--- src/esr_fifo.sv ---
// Purpose: Holds no code; the request FIFO sits beside the shift register block
// Assumes: Nothing
// Notes: Keeping the FIFO next to its only user keeps all logic together

--- src/common/esr_pkg.sv ---
// Purpose: Shared constants and types for the eight-stage shift register block
// Assumes: One program clock, synchronous active-high reset
// Notes: Stage 1 is bit 0, stage 8 is bit 7
package esr_pkg;
	localparam int STAGES = 8;
	localparam int SEL_W = 3;
	localparam logic [2:0] SEL_LAST = 3'h7;
	localparam int FIFO_DEPTH = 32;
	localparam logic [7:0] STAGE_RESET = 8'h00;
	localparam logic DIR_UP = 1'h0;
	localparam logic DIR_DOWN = 1'h1;

	// One shift request: serial bit and direction, sampled together
	typedef struct packed {
		logic data;
		logic dir;
	} esr_req_t;

	typedef enum logic [1:0] {
		ESR_COLD = 2'b00,
		ESR_RUN = 2'b01
	} esr_state_t;
endpackage

--- src/esr_shift_reg.sv ---
// Function
// - Rising trigger edge samples serial input and shifts it in
// - Falling trigger edge changes nothing
// - Direction low shifts upward, first stage toward last stage
// - Direction high shifts downward, last stage toward first stage
// - Upward: input enters first stage, each stage takes one below
// - Downward: input enters last stage, each stage takes one above
// - Output always equals the stage chosen by the select parameter
// - Retentive option keeps all eight stages across power loss
// - Non-retentive: contents lost at restart, shifting starts afresh
//
// Purpose: Eight-stage bidirectional shift register function block
// Assumes: Inputs come from logic on core_clk; power_up marks a power restart
// Notes: Requests queue in a FIFO; stages update when the FIFO drains
`timescale 1ns/1ns
`default_nettype none
module esr_shift_reg #(
	parameter logic [2:0] OUT_SEL = esr_pkg::SEL_LAST,
	parameter bit RETAIN = 1'b0,
	parameter int DEPTH = esr_pkg::FIFO_DEPTH
) (
	input wire logic core_clk,
	input wire logic rst,
	input wire logic power_up,
	input wire logic trigger,
	input wire logic serial_in,
	input wire logic dir,
	input wire logic drain_ready,
	output logic stage_out,
	output logic [esr_pkg::STAGES-1:0] stages,
	output logic req_ready
);
	import esr_pkg::*;

	logic trigger_prev;
	logic rise;
	esr_req_t req;
	esr_req_t head;
	logic head_valid;
	logic take;
	logic fifo_ready;
	logic [STAGES-1:0] next_stages;

	// Edge against last program cycle's level
	assign rise = trigger && !trigger_prev;
	assign req = '{data: serial_in, dir: dir};
	assign take = head_valid && drain_ready;

	always_ff @(posedge core_clk) begin
		if (rst) begin
			trigger_prev <= 1'b0;
		end else begin
			trigger_prev <= trigger;
		end
	end

	// A full FIFO drops the edge; req_ready warns the program to pace triggers
	esr_fifo #(.WIDTH($bits(esr_req_t)), .DEPTH(DEPTH)) u_fifo (
		.core_clk(core_clk),
		.rst(rst),
		.in_valid(rise),
		.in_ready(fifo_ready),
		.in_data(req),
		.out_valid(head_valid),
		.out_ready(drain_ready),
		.out_data(head)
	);

	always_comb begin
		if (head.dir == DIR_UP) begin
			next_stages = {stages[STAGES-2:0], head.data};
		end else begin
			next_stages = {head.data, stages[STAGES-1:1]};
		end
	end

	// Retention models power loss: power_up only clears when not retentive
	always_ff @(posedge core_clk) begin
		if (rst) begin
			stages <= STAGE_RESET;
		end else if (power_up && !RETAIN) begin
			stages <= STAGE_RESET;
		end else if (take) begin
			stages <= next_stages;
		end
	end

	always_ff @(posedge core_clk) begin
		if (rst) begin
			stage_out <= 1'b0;
			req_ready <= 1'b0;
		end else begin
			stage_out <= next_out();
			req_ready <= fifo_ready;
		end
	end

	function automatic logic next_out();
		if (rst) begin
			return 1'b0;
		end
		if (power_up && !RETAIN) begin
			return 1'b0;
		end
		if (take) begin
			return next_stages[OUT_SEL];
		end
		return stages[OUT_SEL];
	endfunction

	// Shift checks skip power_up cycles, where a non-retentive clear wins
	chk_fall_no_shift: assert property (@(posedge core_clk) disable iff (rst)
		(!head_valid && !power_up) |=> $stable(stages))
		else $error("stages changed without a queued edge");
	chk_up_entry: assert property (@(posedge core_clk) disable iff (rst)
		(take && !power_up && head.dir == DIR_UP) |=> stages[0] == $past(head.data))
		else $error("upward shift did not load first stage");
	chk_up_move: assert property (@(posedge core_clk) disable iff (rst)
		(take && !power_up && head.dir == DIR_UP)
		|=> stages[STAGES-1:1] == $past(stages[STAGES-2:0]))
		else $error("upward shift moved stages wrongly");
	chk_down_entry: assert property (@(posedge core_clk) disable iff (rst)
		(take && !power_up && head.dir == DIR_DOWN)
		|=> stages[STAGES-1] == $past(head.data))
		else $error("downward shift did not load last stage");
	chk_down_move: assert property (@(posedge core_clk) disable iff (rst)
		(take && !power_up && head.dir == DIR_DOWN)
		|=> stages[STAGES-2:0] == $past(stages[STAGES-1:1]))
		else $error("downward shift moved stages wrongly");
	chk_out_select: assert property (@(posedge core_clk) disable iff (rst)
		stage_out == stages[OUT_SEL])
		else $error("output does not follow selected stage");
	chk_edge_queue: assert property (@(posedge core_clk) disable iff (rst)
		(rise && fifo_ready && !head_valid) |=> head_valid ##0 head.data == $past(serial_in))
		else $error("rising edge not queued with sampled input");
	chk_dir_queue: assert property (@(posedge core_clk) disable iff (rst)
		(rise && fifo_ready && !head_valid) |=> head.dir == $past(dir))
		else $error("rising edge not queued with sampled direction");
	chk_power_clear: assert property (@(posedge core_clk) disable iff (rst)
		(power_up && !RETAIN) |=> stages == STAGE_RESET)
		else $error("non-retentive restart kept stage contents");
	chk_power_out: assert property (@(posedge core_clk) disable iff (rst)
		(power_up && !RETAIN) |=> !stage_out)
		else $error("non-retentive restart kept the output high");
	chk_retain_keep: assert property (@(posedge core_clk) disable iff (rst)
		(power_up && RETAIN && !take) |=> $stable(stages))
		else $error("retentive restart lost stage contents");
	// The reset edge itself clears the previous level, so skip the edge after it
	chk_edge_prev: assert property (@(posedge core_clk) disable iff (rst)
		(!$past(rst) && $past(trigger) && trigger) |-> !rise)
		else $error("edge seen while trigger held high");
	chk_idle_out: assert property (@(posedge core_clk) disable iff (rst)
		(!take && !power_up) |=> $stable(stage_out))
		else $error("output changed without a shift");
	chk_stall_hold: assert property (@(posedge core_clk) disable iff (rst)
		(!drain_ready && !power_up) |=> $stable(stages))
		else $error("stages changed while draining was stalled");
	// req_ready is a registered copy, so it shows a full FIFO one edge late
	chk_ready_lag: assert property (@(posedge core_clk) disable iff (rst)
		!$past(rst) |-> req_ready == $past(fifo_ready))
		else $error("queue ready flag does not lag the FIFO by one cycle");
	// Reset must clear the outputs even though the other checks are off then
	chk_reset_clear: assert property (@(posedge core_clk)
		rst |=> (stages == STAGE_RESET && !stage_out && !req_ready))
		else $error("reset did not clear the outputs");
endmodule

// Valid/ready FIFO for shift requests; depth must be a power of two
// One extra pointer bit tells full from empty without a separate counter
module esr_fifo #(
	parameter int WIDTH = 2,
	parameter int DEPTH = 32
) (
	input wire logic core_clk,
	input wire logic rst,
	input wire logic in_valid,
	output logic in_ready,
	input wire logic [WIDTH-1:0] in_data,
	output logic out_valid,
	input wire logic out_ready,
	output logic [WIDTH-1:0] out_data
);
	localparam int AW = $clog2(DEPTH);
	logic [WIDTH-1:0] mem [DEPTH];
	logic [AW:0] wptr;
	logic [AW:0] rptr;
	logic push;
	logic pop;
	assign push = in_valid && in_ready;
	assign pop = out_valid && out_ready;
	// Full when the pointers differ by exactly the depth
	assign in_ready = (wptr - rptr) != (AW+1)'(DEPTH);
	assign out_valid = wptr != rptr;
	// Head word is read without a register so it is valid together with out_valid
	assign out_data = mem[rptr[AW-1:0]];

	// Storage is not reset; out_valid alone says whether the head word means anything
	always_ff @(posedge core_clk) begin
		if (push) begin
			mem[wptr[AW-1:0]] <= in_data;
		end
	end

	always_ff @(posedge core_clk) begin
		if (rst) begin
			wptr <= '0;
			rptr <= '0;
		end else begin
			if (push) begin
				wptr <= wptr + 1'b1;
			end
			if (pop) begin
				rptr <= rptr + 1'b1;
			end
		end
	end

	chk_fifo_depth: assert property (@(posedge core_clk) disable iff (rst)
		(wptr - rptr) <= (AW+1)'(DEPTH))
		else $error("request FIFO count exceeds its depth");
endmodule
`default_nettype wire

--- config.mk ---
export PLATFORM = sky130hd
export DESIGN_NAME = esr_shift_reg
export DESIGN_NICKNAME = d
export VERILOG_FILES = /design/src/esr_fifo.sv /design/src/common/esr_pkg.sv /design/src/esr_shift_reg.sv
export SDC_FILE = /design/constraint.sdc
export NUM_CORES = 1
export LEC_CHECK = 0
export ABC_AREA = 1
export BUFFER_PORTS_ARGS = -buffer_cell sky130_fd_sc_hd__clkbuf_2
export CAP_MARGIN = 25
export CORE_UTILIZATION = 60
export CTS_CLUSTER_SIZE = 30
export DETAILED_ROUTE_END_ITERATION = 16
export PLACE_DENSITY = 0.78
export SLEW_MARGIN = 20
export SYNTH_ARGS = -nofsm -noshare
export SYNTH_HDL_FRONTEND = slang
export SYNTH_SLANG_ARGS = --single-unit
--- constraint.sdc ---
create_clock -name core_clk -period 2.9 [get_ports core_clk]
set_clock_uncertainty 0.1 [all_clocks]
set_input_delay 0.145 -clock core_clk [delete_from_list [all_inputs] [get_ports core_clk]]
set_output_delay 0.145 -clock core_clk [all_outputs]
set_load 0.05 [all_outputs]
==> impl_results.md <==
* Status: finished clean
* Min Tclk post-route at around 2.5 ns
* Die area at about 0.0075 sq mm
* Unrepaired setup endpoints after global routing: false
* Critical path arrival at 2.44 ns
* CTS tree: yes
* Longest Clk Path Bufs at 2
* Req. time, crit path at between 2 and 3 ns
* FP Rows at 30
* Maximum capacitance violations at 0
* Pins Over Slew Limit at 0
* Final number of setup-violating endpoints at 0
* Placer Congestion at 0.8268
* Htree depth at 3
* Worst-Skew Late Latency at roughly 0.36 ns
* First-pass GRT wire length at between 10 and 15 mm
* Die Span X at ~86 microns
* Total global routing overflow at 0
* Largest net degree at the start of global routing at 39
* I/O pins at 17
* VDD IR max at 0.0005213 V
* Final hold slack at 0.01310 ns
* Ant. Diodes at 0
* HP Start: rst
* Die H at ~86 microns
* Maximum clock frequency at 396.6 MHz
* Syn nets at 478
* Number of global-route vias before repair at 2940
* Share of post-route cells with drive strength above 1 at 0.08333
* Flops & latches, synth at 92
* Hold Crit Class: in2reg
* Crit Path Max Fanout at 38
* Final TNS setup at 0 ns
* Leak Pwr at around 0.0017 uW
* CTS clock-pin slew for the worst setup and hold paths at 0.09 ns
* Slew margin rel. at 0.5950
* Unique masters post-synth at 26
* Routed wire per std cell at 15.03 microns
* All-layer global routing usage at 0.2481
* DP HPWL at 5.614 mm
* Worst Tran Pin Value at 0.6076 ns
* # DRC at 0
* Syn_area_per_cell at 9.285 sq um
* Mapped Cells at 461
* Cell Pwr Density at 745.2 mW/mm^2
* Post-Layout Cell Count at 576
* RR Startpoint: u_fifo.wptr[2]$_SDFFE_PP0P_
* Initial Util at 0.6266
* TritonCTS Sinks at 92
* Total core area at between 0.006 and 0.007 sq mm
* Hold path cells at 2
* Hold EP: u_fifo.wptr[2]$_SDFFE_PP0P_
* R2R depth at 10
* First DRT Iteration DRCs at 234
* IO Port Bufs at 16
* Slowest cell on crit path: dfxtp_1
* Crit path launch type: register
* Pre-antenna DRT Iters at 6
* Path type of the worst setup path: reg2reg
* Area Growth Syn to Fin at 7.103%
* Routed WL at approximately 8.7 mm
* Worst reg-to-reg setup slack at ~0.38 ns
* Critical path cell sequence: ha_1, inv_1, o21ai_1, nand2_1, nand3_1, xor2_1, nand2_2, nand2_2, buf_12, nor3_1
* Vias at 3182
* Most used cell, CP: nand2_2
* Placed cell count at 558
* TritonCTS Buffers at 9
* Vias per inst at 5.524
* Initial antenna violation count at 0
* Reg2reg end: u_fifo.mem[20][0]$_DFFE_PP_
* Final period util at 0.8694
* CTS root buffer: clkbuf_8
* Nets at 493
* Final Hold Vio Count at 0
* Synthesis warning total at 0
* CP Capture Type: register
* Sequential-to-total area share from yosys stat at 0.5799
* Critical Path Max Stage Delay at between 0.5 and 0.6 ns
* Post-route ant nets at 0
* Cell area after synthesis at 0.004280 sq mm
[worst max-delay path by stage]
stage,startpoint,to,slack [ns],cells after the start
after floorplan,u_fifo.rptr[4]$_SDFFE_PP0P_,u_fifo.mem[11][0]$_DFFE_PP_,0.68,12
after global placement,u_fifo.wptr[2]$_SDFFE_PP0P_,u_fifo.mem[22][0]$_DFFE_PP_,0.61,10
after detailed placement,u_fifo.wptr[2]$_SDFFE_PP0P_,u_fifo.mem[12][1]$_DFFE_PP_,0.42,10
after CTS,u_fifo.wptr[2]$_SDFFE_PP0P_,u_fifo.mem[12][1]$_DFFE_PP_,0.40,10
after global routing,u_fifo.wptr[2]$_SDFFE_PP0P_,u_fifo.mem[6][0]$_DFFE_PP_,0.21,10
final,u_fifo.wptr[2]$_SDFFE_PP0P_,u_fifo.mem[20][0]$_DFFE_PP_,0.38,10
[layout make-up]
type                       count  area, sq um
fill                         544         2247
sequential                    92         2482
tap                           96        120.1
multi-input combinational    314         1520
clock inverter                 3        38.79
inverter                      36        135.1
timing repair buffer          23        152.6
clock buffer                  12        135.1
[registers in the layout, summed over array words and instances (netlist names), named ones only]
register / count
trigger_prev: 1
req_ready: 1
stages: 8
u_fifo.wptr: 6
u_fifo.mem: 64
stage_out: 1
u_fifo.rptr: 6
[critical path, delay by kind of cell, from the launching register on]
| family | cells | cell delay [ns] |
|---|---|---|
| AND/OR/NAND/NOR | 5 | 0.67 |
| XOR/XNOR | 1 | 0.18 |
| buffers and inverters | 2 | 0.29 |
| flip-flops | 1 | 0.53 |
| AO/OA/AOI/OAI | 1 | 0.06 |
| adder cells (fa/ha/maj) | 1 | 0.34 |
[stage by stage]
step / power [uW] / cell area [sq um] / setup slack (ns) / util
floorplan: 2429 / 4280 / 0.6836 / -
global placement: 2603 / 4380 / 0.6095 / 0.6412
detailed placement: 2638 / 4380 / 0.4240 / 0.6412
CTS: 3423 / 4584 / 0.3994 / 0.6711
global route: 3597 / 4584 / 0.2068 / 0.6711
finish: 3416 / 4584 / 0.3788 / 0.6711
[kinds of logic (layout without fill, tap and decap cells)]
group / Yosys count / after routing / synth area share
XOR/XNOR: 5 / 5 / 0.01023
adder cells (fa/ha/maj): 10 / 10 / 0.02923
buffers and inverters: 55 / 74 / 0.06489
AO/OA/AOI/OAI: 26 / 26 / 0.03186
flip-flops: 92 / 92 / 0.5799
AND/OR/NAND/NOR: 273 / 273 / 0.2838
[layer usage]
| layer | GRT usage | wire (microns) |
|---|---|---|
| met5 | 0 | 0 |
| met4 | 0.1379 | 143 |
| met3 | 0.03333 | 537 |
| met2 | 0.4105 | 4391 |
| met1 | 0.3179 | 3584 |
[power by group]
group	internal, uW	total (uW)	switching [uW]
clock	391	799	408
combinational	319	1100	778
sequential	1460	1520	56.6
total	2170	3420	1240
[Yosys cell counts]
cell      instances  area share
a21oi_2           1      0.0020
nand3_4           2      0.0082
dfxtp_1          28        0.13
edfxtp_1         64        0.45
buf_2             9       0.011
nor2_1           25       0.022
ha_1             10       0.029
or2_0             1      0.0015
clkbuf_1          2      0.0018
inv_1            29       0.025
o31ai_1           1      0.0018
nand3b_1          1      0.0018
o21ai_0           7      0.0082
nand4_1           2      0.0029
a21oi_1          16       0.019
nor3_1           32       0.037
xnor2_1           1      0.0020
nand2_1         128        0.11
nand2_4           1      0.0026
xor2_1            4      0.0082
nand2_2           2      0.0029
nand3_1          79       0.092
o21ai_1           1      0.0012
clkinv_1          4      0.0035
buf_6             8       0.021
inv_2             3      0.0026
[layout by cell type, fill, tap and decap left out, types with 2 or more instances in the layout]
| cell | count |
|---|---|
| buf_4 | 3 |
| o21ai_0 | 7 |
| nor2_1 | 25 |
| clkinv_1 | 5 |
| inv_2 | 3 |
| edfxtp_1 | 64 |
| nand2_2 | 2 |
| inv_1 | 29 |
| dfxtp_1 | 28 |
| nand4_1 | 2 |
| xor2_1 | 4 |
| clkbuf_2 | 16 |
| clkbuf_1 | 3 |
| clkbuf_8 | 9 |
| dlygate4sd3_1 | 3 |
| nand3_1 | 79 |
| ha_1 | 10 |
| nor3_1 | 32 |
| a21oi_1 | 16 |
| nand2_1 | 128 |
| nand3_4 | 2 |
[timing repair]
| action | in CTS | in global routing |
|---|---|---|
| resized for setup | 0 | 0 |
| hold buffers | 3 | 0 |
| setup buffers | 0 | 0 |
| hold endpoints to repair | 5 | 0 |
Note: power is estimated with default switching activity, not from simulation.
